File: src/core/converter_config_pkg.sv
package converter_config_pkg;

  // ==========================================================
  // serial frame layout
  localparam int           INSTR_BITS    = 16;
  localparam int           DATA_BITS     = 8;
  localparam int           ADDR_W        = 13;
  localparam int           RW_BIT        = 15;
  localparam int           CNT_W         = 5;

  // ==========================================================
  // register offsets
  localparam logic [12:0]  ADDR_INPUT    = 13'h000f;
  localparam logic [12:0]  ADDR_TRIM     = 13'h0010;
  localparam logic [12:0]  ADDR_OUTFMT   = 13'h0014;
  localparam logic [12:0]  ADDR_PHASE    = 13'h0016;
  localparam logic [12:0]  ADDR_REFSCALE = 13'h0018;
  localparam logic [12:0]  ADDR_SIG_LOW  = 13'h0024;
  localparam logic [12:0]  ADDR_SIG_HIGH = 13'h0025;

  // ==========================================================
  // reset values and writable masks (open bits read zero)
  localparam logic [7:0]   RESET_BYTE    = 8'h00;
  localparam logic [7:0]   MASK_INPUT    = 8'h06;
  localparam logic [7:0]   MASK_TRIM     = 8'h0f;
  localparam logic [7:0]   MASK_OUTFMT   = 8'h1f;
  localparam logic [7:0]   MASK_PHASE    = 8'h80;
  localparam logic [7:0]   MASK_REFSCALE = 8'h1f;

  // ==========================================================
  // field positions
  localparam int           POS_DISCONNECT = 2;
  localparam int           POS_CM_ENABLE  = 1;
  localparam int           POS_OUT_ENABLE = 4;
  localparam int           POS_OUT_INVERT = 2;
  localparam int           POS_CLK_INVERT = 7;

  typedef enum logic [1:0] {
    FMT_OFFSET_BINARY = 2'b00,
    FMT_TWOS_COMP     = 2'b01,
    FMT_GRAY          = 2'b10,
    FMT_RESERVED      = 2'b11
  } data_format_t;

  typedef enum logic [0:0] {
    PH_INSTR = 1'b0,
    PH_DATA  = 1'b1
  } frame_phase_t;

  // ==========================================================
  // reference scale arithmetic, millivolts
  localparam logic [4:0]   REF_CODE_NOMINAL  = 5'h00;
  localparam logic [4:0]   REF_CODE_EXTERNAL = 5'h13;
  localparam logic [4:0]   REF_CODE_LOW_FIRST = 5'h14;
  localparam logic [10:0]  REF_NOMINAL_MV    = 11'h03e8;
  localparam logic [10:0]  REF_LOWEST_MV     = 11'h034c;
  localparam logic [10:0]  REF_STEP_MV       = 11'h000d;
  localparam logic [5:0]   REF_CODE_SPAN     = 6'h20;
  localparam logic [14:0]  FS_NUM            = 15'h000c;
  localparam logic [14:0]  FS_DEN            = 15'h000a;
  localparam logic [14:0]  FS_ROUND          = 15'h0005;

endpackage

File: src/core/converter_config_registers.sv
`timescale 1ns/100ps
`default_nettype none

module converter_config_registers
  import converter_config_pkg::*;
(
  input  wire logic              ref_clk,           // 125 MHz clock
  input  wire logic              rstn,              // sync reset, low
  input  wire logic              spiSclk,           // serial clock pin
  input  wire logic              spiCsN,            // chip select, low
  input  wire logic              spiSdioIn,         // data pin input
  output logic                   spiSdioOut,        // data pin output
  output logic                   spiSdioOe,         // data pin enable
  input  wire logic              sigLoad,           // signature capture
  input  wire logic [15:0]       sigValue,          // signature word
  output logic                   analogDisconnect,  // input isolated
  output logic                   commonModeEnable,  // cm input on
  output logic signed [3:0]      offsetTrim,        // signed trim
  output logic signed [7:0]      offsetTrimExt,     // trim, extended
  output logic                   outputEnable,      // data outputs on
  output logic                   outputInvert,      // invert data
  output data_format_t           dataFormat,        // output coding
  output logic                   outputDataClockInv,// clock out invert
  output logic [4:0]             refScaleCode,      // reference code
  output logic                   refDriverLowLoad,  // external ref mode
  output logic [10:0]            refMillivolts,     // reference level
  output logic [10:0]            fullScaleMv        // input full scale
);

  // ==========================================================
  // decode helpers
  function automatic logic isMapped(input logic [ADDR_W-1:0] a);
    isMapped = (a == ADDR_INPUT)    || (a == ADDR_TRIM)    ||
               (a == ADDR_OUTFMT)   || (a == ADDR_PHASE)   ||
               (a == ADDR_REFSCALE) || (a == ADDR_SIG_LOW) ||
               (a == ADDR_SIG_HIGH);
  endfunction

  // reference millivolts: upper codes are negative steps
  function automatic logic [10:0] refLevel(input logic [4:0] c);
    logic [10:0] down;
    down = REF_STEP_MV * 11'(REF_CODE_SPAN - {1'b0, c});
    if (c >= REF_CODE_LOW_FIRST)
      refLevel = REF_NOMINAL_MV - down;
    else
      refLevel = REF_NOMINAL_MV + REF_STEP_MV * 11'(c);
  endfunction

  // ==========================================================
  // serial port
  logic [ADDR_W-1:0]  rdAddr;
  logic [7:0]         rdData;
  logic               wrStb;
  logic [ADDR_W-1:0]  wrAddr;
  logic [7:0]         wrData;

  spi_port_engine u_port (
    .ref_clk    (ref_clk),
    .rstn       (rstn),
    .spiSclk    (spiSclk),
    .spiCsN     (spiCsN),
    .spiSdioIn  (spiSdioIn),
    .spiSdioOut (spiSdioOut),
    .spiSdioOe  (spiSdioOe),
    .rdAddr     (rdAddr),
    .rdData     (rdData),
    .wrStb      (wrStb),
    .wrAddr     (wrAddr),
    .wrData     (wrData)
  );

  // ==========================================================
  // register storage
  logic [7:0]  inputCtl_q;
  logic [7:0]  trim_q;
  logic [7:0]  outFmt_q;
  logic [7:0]  phase_q;
  logic [7:0]  refScale_q;
  logic [7:0]  sigLow_q;
  logic [7:0]  sigHigh_q;
  logic        wrOk;

  assign wrOk = wrStb & isMapped(wrAddr);

  // input path control
  always_ff @(posedge ref_clk)
  begin
    if (!rstn)
      inputCtl_q <= RESET_BYTE;
    else if (wrOk && wrAddr == ADDR_INPUT)
      inputCtl_q <= wrData & MASK_INPUT;
  end

  // offset trim, four-bit two's complement
  always_ff @(posedge ref_clk)
  begin
    if (!rstn)
      trim_q <= RESET_BYTE;
    else if (wrOk && wrAddr == ADDR_TRIM)
      trim_q <= wrData & MASK_TRIM;
  end

  // output mode and format
  always_ff @(posedge ref_clk)
  begin
    if (!rstn)
      outFmt_q <= RESET_BYTE;
    else if (wrOk && wrAddr == ADDR_OUTFMT)
      outFmt_q <= wrData & MASK_OUTFMT;
  end

  // output clock phase
  always_ff @(posedge ref_clk)
  begin
    if (!rstn)
      phase_q <= RESET_BYTE;
    else if (wrOk && wrAddr == ADDR_PHASE)
      phase_q <= wrData & MASK_PHASE;
  end

  // reference scale, upper bits held at zero
  always_ff @(posedge ref_clk)
  begin
    if (!rstn)
      refScale_q <= RESET_BYTE;
    else if (wrOk && wrAddr == ADDR_REFSCALE)
      refScale_q <= wrData & MASK_REFSCALE;
  end

  // signature bytes follow the self-test engine only
  always_ff @(posedge ref_clk)
  begin
    if (!rstn)
    begin
      sigLow_q  <= RESET_BYTE;
      sigHigh_q <= RESET_BYTE;
    end
    else if (sigLoad)
    begin
      sigLow_q  <= sigValue[7:0];
      sigHigh_q <= sigValue[15:8];
    end
  end

  // read mux, unmapped reads return zero
  always_comb
  begin
    rdData = RESET_BYTE;
    case (rdAddr)
      ADDR_INPUT:    rdData = inputCtl_q;
      ADDR_TRIM:     rdData = trim_q;
      ADDR_OUTFMT:   rdData = outFmt_q;
      ADDR_PHASE:    rdData = phase_q;
      ADDR_REFSCALE: rdData = refScale_q;
      ADDR_SIG_LOW:  rdData = sigLow_q;
      ADDR_SIG_HIGH: rdData = sigHigh_q;
      default:       rdData = RESET_BYTE;
    endcase
  end

  // ==========================================================
  // field outputs
  assign analogDisconnect   = inputCtl_q[POS_DISCONNECT];
  assign commonModeEnable   = inputCtl_q[POS_CM_ENABLE];
  assign offsetTrim         = $signed(trim_q[3:0]);
  assign offsetTrimExt      = 8'(signed'(trim_q[3:0]));
  assign outputEnable       = outFmt_q[POS_OUT_ENABLE];
  assign outputInvert       = outFmt_q[POS_OUT_INVERT];
  assign dataFormat         = data_format_t'(outFmt_q[1:0]);
  assign outputDataClockInv = phase_q[POS_CLK_INVERT];
  assign refScaleCode       = refScale_q[4:0];

  // reference level and full scale, registered
  logic [14:0] fsProduct;
  assign fsProduct = 15'(refLevel(refScale_q[4:0])) * FS_NUM;

  always_ff @(posedge ref_clk)
  begin
    if (!rstn)
    begin
      refMillivolts    <= REF_NOMINAL_MV;
      fullScaleMv      <= 11'((15'(REF_NOMINAL_MV) * FS_NUM) / FS_DEN);
      refDriverLowLoad <= 1'b0;
    end
    else
    begin
      refMillivolts    <= refLevel(refScale_q[4:0]);
      fullScaleMv      <= 11'((fsProduct + FS_ROUND) / FS_DEN);
      refDriverLowLoad <= (refScale_q[4:0] == REF_CODE_EXTERNAL);
    end
  end

  // ==========================================================
  // checks
  a_trim_signed: assert property (
    @(posedge ref_clk) disable iff (!rstn)
    offsetTrimExt == {{4{trim_q[3]}}, trim_q[3:0]} && trim_q[7:4] == 4'h0)
    else $error("offset trim not a signed nibble");

  a_sig_low_load: assert property (
    @(posedge ref_clk) disable iff (!rstn)
    sigLoad |=> sigLow_q == $past(sigValue[7:0]))
    else $error("signature low byte not captured");

  a_sig_readonly: assert property (
    @(posedge ref_clk) disable iff (!rstn)
    (wrStb && wrAddr == ADDR_SIG_LOW && !sigLoad) |=> $stable(sigLow_q))
    else $error("signature low byte changed by write");

  a_ref_reserved: assert property (
    @(posedge ref_clk) disable iff (!rstn)
    (wrStb && wrAddr == ADDR_REFSCALE) |=>
      refScale_q == {3'b000, $past(wrData[4:0])})
    else $error("reference field write wrong");

  a_full_scale: assert property (
    @(posedge ref_clk) disable iff (!rstn)
    $stable(refScale_q) |=> 15'(fullScaleMv) * FS_DEN + FS_ROUND
      >= 15'(refMillivolts) * FS_NUM &&
      15'(fullScaleMv) * FS_DEN <= 15'(refMillivolts) * FS_NUM + FS_ROUND)
    else $error("full scale not reference times 1.2");

  a_ref_lowload: assert property (
    @(posedge ref_clk) disable iff (!rstn)
    refScale_q[4:0] == REF_CODE_EXTERNAL |=> refDriverLowLoad)
    else $error("external reference mode not flagged");

  a_ref_lowest: assert property (
    @(posedge ref_clk) disable iff (!rstn)
    refScale_q[4:0] == REF_CODE_LOW_FIRST |=> refMillivolts == REF_LOWEST_MV)
    else $error("lowest reference code level wrong");

  a_ref_nominal: assert property (
    @(posedge ref_clk)
    (!rstn ##1 rstn) |-> refScale_q == RESET_BYTE &&
      refMillivolts == REF_NOMINAL_MV)
    else $error("reference not nominal after reset");

  a_out_enable: assert property (
    @(posedge ref_clk) disable iff (!rstn)
    (wrStb && wrAddr == ADDR_OUTFMT) |=>
      outputEnable == $past(wrData[POS_OUT_ENABLE]) &&
      dataFormat == $past(wrData[1:0]))
    else $error("output mode write not applied");

endmodule

`default_nettype wire

File: src/core/spi_port_engine.sv
`timescale 1ns/100ps
`default_nettype none

module spi_port_engine
  import converter_config_pkg::*;
(
  input  wire logic              ref_clk,     // system clock
  input  wire logic              rstn,        // sync reset, low
  input  wire logic              spiSclk,     // serial clock pin
  input  wire logic              spiCsN,      // chip select, low
  input  wire logic              spiSdioIn,   // data pin, input side
  output logic                   spiSdioOut,  // data pin, output side
  output logic                   spiSdioOe,   // data pin enable
  output logic [ADDR_W-1:0]      rdAddr,      // current read address
  input  wire logic [7:0]        rdData,      // read byte at rdAddr
  output logic                   wrStb,       // one-cycle write pulse
  output logic [ADDR_W-1:0]      wrAddr,      // write address
  output logic [7:0]             wrData       // write byte
);

  // ==========================================================
  // frame state
  logic                sclkPrev_q;
  logic                rise;
  frame_phase_t        phase_q;
  logic [CNT_W-1:0]    bitCnt_q;
  logic [15:0]         shift_q;
  logic                readMode_q;
  logic [ADDR_W-1:0]   addr_q;
  logic                reload_q;
  logic [7:0]          txShift_q;

  assign rise   = spiSclk & ~sclkPrev_q & ~spiCsN;
  assign rdAddr = addr_q;

  // sclk edge reference
  always_ff @(posedge ref_clk)
  begin
    if (!rstn)
      sclkPrev_q <= 1'b0;
    else
      sclkPrev_q <= spiSclk;
  end

  // instruction then data bytes, address walks down per byte
  always_ff @(posedge ref_clk)
  begin
    if (!rstn || spiCsN)
    begin
      phase_q    <= PH_INSTR;
      bitCnt_q   <= '0;
      shift_q    <= '0;
      readMode_q <= 1'b0;
      addr_q     <= '0;
      reload_q   <= 1'b0;
      wrStb      <= 1'b0;
      wrAddr     <= '0;
      wrData     <= RESET_BYTE;
    end
    else
    begin
      reload_q <= 1'b0;
      wrStb    <= 1'b0;
      if (rise)
      begin
        shift_q  <= {shift_q[14:0], spiSdioIn};
        bitCnt_q <= bitCnt_q + 1'b1;
        case (phase_q)
          PH_INSTR:
          begin
            if (bitCnt_q == CNT_W'(INSTR_BITS - 1))
            begin
              readMode_q <= shift_q[RW_BIT - 1];
              addr_q     <= {shift_q[ADDR_W-2:0], spiSdioIn};
              phase_q    <= PH_DATA;
              bitCnt_q   <= '0;
              reload_q   <= 1'b1;
            end
          end
          PH_DATA:
          begin
            if (bitCnt_q == CNT_W'(DATA_BITS - 1))
            begin
              wrStb    <= ~readMode_q;
              wrAddr   <= addr_q;
              wrData   <= {shift_q[6:0], spiSdioIn};
              addr_q   <= addr_q - 1'b1;
              bitCnt_q <= '0;
              reload_q <= 1'b1;
            end
          end
          default: phase_q <= PH_INSTR;
        endcase
      end
    end
  end

  // read byte loads after each address step, shifts on sclk rise
  always_ff @(posedge ref_clk)
  begin
    if (!rstn || spiCsN)
      txShift_q <= RESET_BYTE;
    else if (reload_q)
      txShift_q <= rdData;
    else if (rise && phase_q == PH_DATA)
      txShift_q <= {txShift_q[6:0], 1'b0};
  end

  assign spiSdioOut = txShift_q[7];
  assign spiSdioOe  = readMode_q & (phase_q == PH_DATA) & ~spiCsN;

endmodule

`default_nettype wire

File: config.mk
export PLATFORM = sky130hd
export DESIGN_NAME = converter_config_registers
export DESIGN_NICKNAME = d
export VERILOG_FILES = /design/src/core/converter_config_pkg.sv /design/src/core/converter_config_registers.sv /design/src/core/spi_port_engine.sv
export SDC_FILE = /design/constraint.sdc
export NUM_CORES = 1
export LEC_CHECK = 0
export ABC_AREA = 1
export CAP_MARGIN = 20
export CORE_MARGIN = 2
export CORE_UTILIZATION = 55
export DETAILED_ROUTE_END_ITERATION = 8
export DONT_BUFFER_PORTS = 1
export GPL_TIMING_DRIVEN = 0
export PLACE_DENSITY = 0.73
export SLEW_MARGIN = 30
export SYNTH_ARGS = -nofsm -noshare
export SYNTH_HDL_FRONTEND = slang
export SYNTH_SLANG_ARGS = --single-unit
File: constraint.sdc
create_clock -name ref_clk -period 10.67 [get_ports ref_clk]
set_input_delay 0.5335 -clock ref_clk [delete_from_list [all_inputs] [get_ports ref_clk]]
set_output_delay 0.5335 -clock ref_clk [all_outputs]
set_load 0.01 [all_outputs]
; After elaboration in Yosys (flattened, before gate mapping)
; Cells that the tools add are included.
; Widths: inputs -> output; s select.
[totals]
regBits = 123
inputBits = 22
out_inout_bits = 49
word_cells = 96
[op_classes]
addsub = 6
n_mul = 3
div = 1
order_cmp = 1
n_eq_ne = 19
muxes = 14
bitwise = 11
reduce_logical = 20
[ops]
columns = cell, count
row1 = $eq 13x5->1 const B, 8
row2 = $pmux 8 s7, 1
row3 = $eq 13x6->1 const B, 4
row4 = $eq 13x4->1 const B, 2
row5 = $mux 13, 2
row6 = $pmux 13 s2, 1
row7 = $mux 8, 2
row8 = $add 15x3->15 const B, 1
row9 = $div 15x4->15 const B, 1
row10 = $mul 11x2->13 const B, 1
row11 = $sub 13x1->13 const B, 1
row12 = $add 10x9->11 const A, 1
row13 = $mul 5x7->11 const A, 1
row14 = $mux 11, 1
row15 = $sub 10x11->11 const A, 1
row16 = $mux 5, 2
row17 = $pmux 5 s2, 1
row18 = $mul 4x5->9 const A, 1
row19 = $reduce_and 3->1, 3
row20 = $logic_or 1x1->1, 7
row21 = $sub 6x5->7 const A, 1
row22 = $logic_and 1x1->1, 6
row23 = $not 1->1, 6
row24 = $add 5x1->5 const B, 1
row25 = 13 further kinds, 19

; Depth between registers and ports, before layout
[logic_depth]
depth_word = 9
ltp_mapped = 98
depth_no_buf = 97

; By module
; From an unflattened synthesis, not the netlist that was laid out.
[unflattened]
hier_cells = 1473
area_unflattened_um2 = 9885.7
[modules_own_cells]
columns = module, instances, cells_per_inst, area_each_um2, seq_area_each_um2
row1 = converter_config_registers, 1, 1053, 6865.3, 1121.1
row2 = spi_port_engine, 1, 420, 3020.4, 1341.3

; Worst setup path after synthesis
; No wires, ideal clock.
[synth_path]
path_kind = register to register
start = register refScale_q[0]
end = register fullScaleMv[0]
setup_ps = 118
t_arrival_ps = 10114
required_time_ps = 10552
path_slack_ps = 437
path_stages_with_launch = 85
path_buffers = 1
synth_period_minus_slack_ps = 10233
cell_sequence = dfxtp_1 -> buf_2 -> inv_1 -> ha_1 -> nand2_1 -> xor2_1 -> inv_1 -> ha_1 -> ha_1 -> inv_1 -> fa_1 -> fa_1 -> ha_1 -> a21oi_1 -> nor2_1 -> nor2_1 -> o31a_1 -> or2_2 -> [... 49 more ...] -> nand2_2 -> nor2_4 -> nand2_2 -> nand2_1 -> nand2_1 -> inv_2 -> nand2_2 -> nand2_2 -> nand2_1 -> nand2_2 -> ha_1 -> inv_1 -> nand2_2 -> nand3b_2 -> nand2_1 -> nand3_1 -> nor2_1 -> a21oi_1
[synth_between]
elab_chain_len = 7
word_cells_on_any_way = 10
classes_between = add/sub: 4 / mul: 3 / div: 1 / order compare: 1 / mux: 1
[synth_lines]
columns = element, line
row1 = start: declaration, converter_config_registers.sv:78  ; logic [7:0] refScale_q;
row2 = start signal: assignment, converter_config_registers.sv:127  ; refScale_q <= wrData & MASK_REFSCALE;
row3 = $sub 6x5->7, converter_config_registers.sv:42  ; down = REF_STEP_MV * 11'(REF_CODE_SPAN - {1'b0, c});
row4 = $mul 5x7->11, converter_config_registers.sv:42
row5 = $sub 10x11->11, converter_config_registers.sv:44  ; refLevel = REF_NOMINAL_MV - down;
row6 = $mux 11 (*), converter_config_registers.sv:43  ; if (c >= REF_CODE_LOW_FIRST)
row7 = $mul 11x2->13 (*), converter_config_registers.sv:175  ; assign fsProduct = 15'(refLevel(refScale_q[4:0])) * FS_NUM;
row8 = $add 15x3->15 (*), converter_config_registers.sv:188  ; fullScaleMv <= 11'((fsProduct + FS_ROUND) / FS_DEN);
row9 = $div 15x4->15 (*), converter_config_registers.sv:188
row10 = end signal: assignment, converter_config_registers.sv:182  ; fullScaleMv <= 11'((15'(REF_NOMINAL_MV) * FS_NUM) / FS_DEN);
row11 = end signal: assignment, converter_config_registers.sv:188
row12 = end: declaration, converter_config_registers.sv:27  ; output logic [10:0] fullScaleMv
; Mark *: on every way between the ends. The rest lies on a longest branch, timed or not.
; A chain may end at the register's enable or synchronous reset.

; Worst setup path after layout
; Same ends and word-level chain as after synthesis.

==> impl_metrics.json <==
{
  "met1_usage_pct": 34.94,
  "violations": "negative setup slack",
  "htreeDepth": 4,
  "ys_seq_elements": 121,
  "seq_area_mm2": 0.002436,
  "first_iter_violations": 777,
  "grt_max_degree": 17,
  "slowest_delay_ps": 560,
  "track_usage_pct": 28.21,
  "die_h_um": 134.2,
  "setup_viol": 2,
  "wire_per_inst_um": 14.54,
  "drive_above_1_share_pct": 21.18,
  "placementRows": 47,
  "status": "finished with violations",
  "area_growth_syn_to_layout_pct": 23.35,
  "top_usage_layer": "met2",
  "portBuffers": 0,
  "hold_viol_final": 0,
  "crit_top_cell": "nand2_2",
  "max_slew.worst_pin.slew_ps": 1023,
  "yosysTopAreaCell": "dfxtp_1",
  "grt_pass1_wl_mm": 41.45,
  "finalWeightedCongestion": 0.8535,
  "drc": 0,
  "core_area_mm2": 0.01658,
  "finalCritPeriodShare_pct": 103.0,
  "crit_start": "refScale_q[0]$_SDFFE_PN0P_",
  "worst-setup-path-type": "reg2reg",
  "path_clk_slew_ps": 60,
  "routed_via_density": 5.460,
  "finalClockSkew_ps": 19.73,
  "cts_tree": "done",
  "dpl_cell_area_mm2": 0.009600,
  "yosysWarnings": 0,
  "grtUsageMet2_pct": 49.55,
  "hp-class": "in2reg",
  "fin_cells": 1792,
  "cap_violations": 0,
  "pin_count": 71,
  "grt_pass1_vias": 8944,
  "powerDensity_mw_per_mm2": 91.73,
  "grtUsageMet3_pct": 4.913,
  "multiInputGateArea_mm2": 0.006599,
  "grt_overflow": 0,
  "drtPass1Iterations": 7,
  "cts.sinks": 121,
  "finalMaxSlewViolations": 0,
  "die-area_mm2": 0.01801,
  "root_buffer": "clkbuf_16",
  "synth_cell_types": 51,
  "nets": 1656,
  "stdcell_area_mm2": 0.01150,
  "clk-insertion-delay-late_ps": 450,
  "cp_max_fo": 8,
  "clk_path_buf_depth": 2,
  "worstPathArrival_ps": 11290,
  "worst_r2r_endpoint": "fullScaleMv[0]$_SDFF_PN0_",
  "required_ps": 10980,
  "syn_avg_cell_area_um2": 6.352,
  "syn_inst": 1468,
  "start_util_pct": 56.23,
  "setup_ws_ps": -319.4,
  "min_period_ps": 10990,
  "cp-endpoint": "fullScaleMv[0]$_SDFF_PN0_",
  "final_antenna_net_count": 0,
  "wl_mm": 26.06,
  "rsz0062_at_grt": "true",
  "diodes": 0,
  "die_w_um": 134.2,
  "rr_startpoint": "refScale_q[0]$_SDFFE_PN0P_",
  "r2r_cells": 78,
  "grt_antenna_before_repair": 0,
  "reg2reg_slack_ps": -320,
  "cts_hold_buf": 0,
  "syn-cell-area_mm2": 0.009325,
  "relSlewSlack_pct": 31.80,
  "p_total_mw": 1.055,
  "dpl.hpwl_mm": 17.76,
  "vias": 9785,
  "power.leakage_nw": 5.436,
  "synth_area_leaders": "dfxtp_1 26%, nand2_1 14%, ha_1 9.1%, inv_1 8.4%, nor2_1 6.1%",
  "numCtsBuffers": 17,
  "fillers": 1395,
  "dp_slack_ps": -1334,
  "max_freq_ghz": 0.09100,
  "worstSetupStartpointType": "flip-flop",
  "yosysTopAreaCellShare_pct": 25.98,
  "synth_nets": 1565,
  "end_kind": "flip-flop",
  "slowest_stage": "fa_1",
  "yosysSeqAreaShare_pct": 25.98,
  "min_from": "spiSclk",
  "ir_drop_uv": 139.7,
  "dp_cells": 1688
}
critical path: cells and delay by family, from the launching register on:
kind | cells | cell delay [ps]
AND/OR/NAND/NOR | 51 | 5640
flip-flops | 1 | 420
adder cells (fa/ha/maj) | 6 | 2150
AO/OA/AOI/OAI | 7 | 1250
buffers and inverters | 13 | 1190
XOR/XNOR | 1 | 170
what timing repair did:
action	CTS	global route
gates resized for setup	104	91
gates cloned	3	0
endpoints found under the setup margin	4	3
pin swaps	54	57
setup buffers	35	34
synth_stat cells, drive strengths merged:
| library cell | count |
|---|---|
| inv | 228 |
| a211oi | 7 |
| nand3b | 5 |
| nand3 | 121 |
| o211ai | 2 |
| a31oi | 7 |
| a31o | 1 |
| and2 | 4 |
| clkbuf | 26 |
| a21oi | 93 |
| nor4 | 2 |
| a21boi | 1 |
| or4 | 1 |
| a2111oi | 1 |
| o221ai | 4 |
| o31ai | 1 |
| o21bai | 3 |
| clkinv | 7 |
| o22ai | 10 |
| xnor2 | 9 |
| fa | 7 |
| buf | 12 |
| nor2 | 160 |
| xor2 | 16 |
| nor3b | 1 |
| o2111ai | 1 |
| o21ai | 110 |
| o31a | 1 |
| nand2 | 381 |
| ha | 68 |
| dfxtp | 121 |
| nand4 | 25 |
| nor3 | 25 |
| a221oi | 1 |
| or2 | 6 |
stage by stage:
| stage | hold WS [ps] | setup TNS, ps | util, % |
|---|---|---|---|
| after floorplan | 416.7 | 0 | - |
| after global placement | 448.6 | -2214 | 57.89 |
| after detailed placement | 449.6 | -2854 | 57.89 |
| after CTS | 195.5 | 0 | 65.57 |
| after global routing | 207.2 | -2080 | 69.36 |
| final | 195.1 | -418.6 | 69.36 |
power breakdown:
part	internal, mW	switching [mW]	leakage (nW)	total (mW)
Combinational	0.00685	0.0205	4.19	0.0274
Clock	0.325	0.241	0.267	0.567
Sequential	0.458	0.00333	0.984	0.461
per-layer routing:
metal,vias to the layer above,part of all wire [%]
li1,4936,-
met1,4550,44
met2,251,50
met3,48,4.5
met4,0,2.1
met5,-,0
layout make-up:
class,count,area share [%]
multi-input cells,1077,57.37
flip-flops and latches,121,21.18
inverters,235,7.865
repair buffers,69,4.536
clock buffers,18,3.731
well taps,220,2.393
plain buffers,38,1.730
clock inverters,14,1.197
worst min path at each step:
stage	end	slack (ps)	depth (start not counted)
6_report	u_port.sclkPrev_q$_SDFF_PN0_	200	2
5_1_grt	u_port.sclkPrev_q$_SDFF_PN0_	210	2
3_3_place_gp	sigHigh_q[0]$_SDFFE_PN0P_	450	2
3_5_place_dp	u_port.wrStb$_SDFF_PP0_	450	1
4_1_cts	u_port.sclkPrev_q$_SDFF_PN0_	200	2
2_1_floorplan	u_port.wrStb$_SDFF_PP0_	420	1
registers in the layout, indices dropped and copies added, names as in the netlist:
| name | count |
|---|---|
| fullScaleMv | 11 |
| inputCtl_q | 2 |
| outFmt_q | 5 |
| phase_q | 1 |
| refDriverLowLoad | 1 |
| refMillivolts | 11 |
| refScale_q | 5 |
| sigHigh_q | 8 |
| sigLow_q | 8 |
| trim_q | 4 |
| u_port.bitCnt_q | 5 |
| u_port.phase_q | 1 |
| u_port.rdAddr | 13 |
| u_port.readMode_q | 1 |
| u_port.reload_q | 1 |
| u_port.sclkPrev_q | 1 |
| u_port.shift_q | 15 |
| u_port.txShift_q | 8 |
| u_port.wrAddr | 13 |
| u_port.wrData | 6 |
| u_port.wrStb | 1 |
layout by cell type, fill, tap and decap left out, types with 8 or more instances in the layout:
cell type,Yosys,routed
ha_1,68,59
clkbuf_1,26,27
clkbuf_16,0,17
nor2_2,7,12
nand4_1,25,25
inv_1,208,197
nor3_1,24,22
nor2_4,2,9
nand3_4,2,10
nand2_2,32,63
o21ai_0,105,104
nand2_4,9,30
xnor2_1,9,8
o22ai_1,10,10
buf_4,10,76
a21oi_2,1,8
dfxtp_1,121,116
xor2_1,16,14
nand3_1,113,93
nand3_2,6,18
nor2_1,151,139
nand2_1,340,289
a21oi_1,91,81
inv_2,20,23
logic make-up after synthesis:
logic type               after synthesis  synth area share, %
XOR/XNOR                              25                2.348
AND/OR/NAND/NOR                      731                35.27
AO/OA/AOI/OAI                        243                14.29
flip-flops                           121                25.98
adder cells (fa/ha/maj)               75                10.63
buffers and inverters                273                11.49
Note: power is estimated with default switching activity, not from simulation.
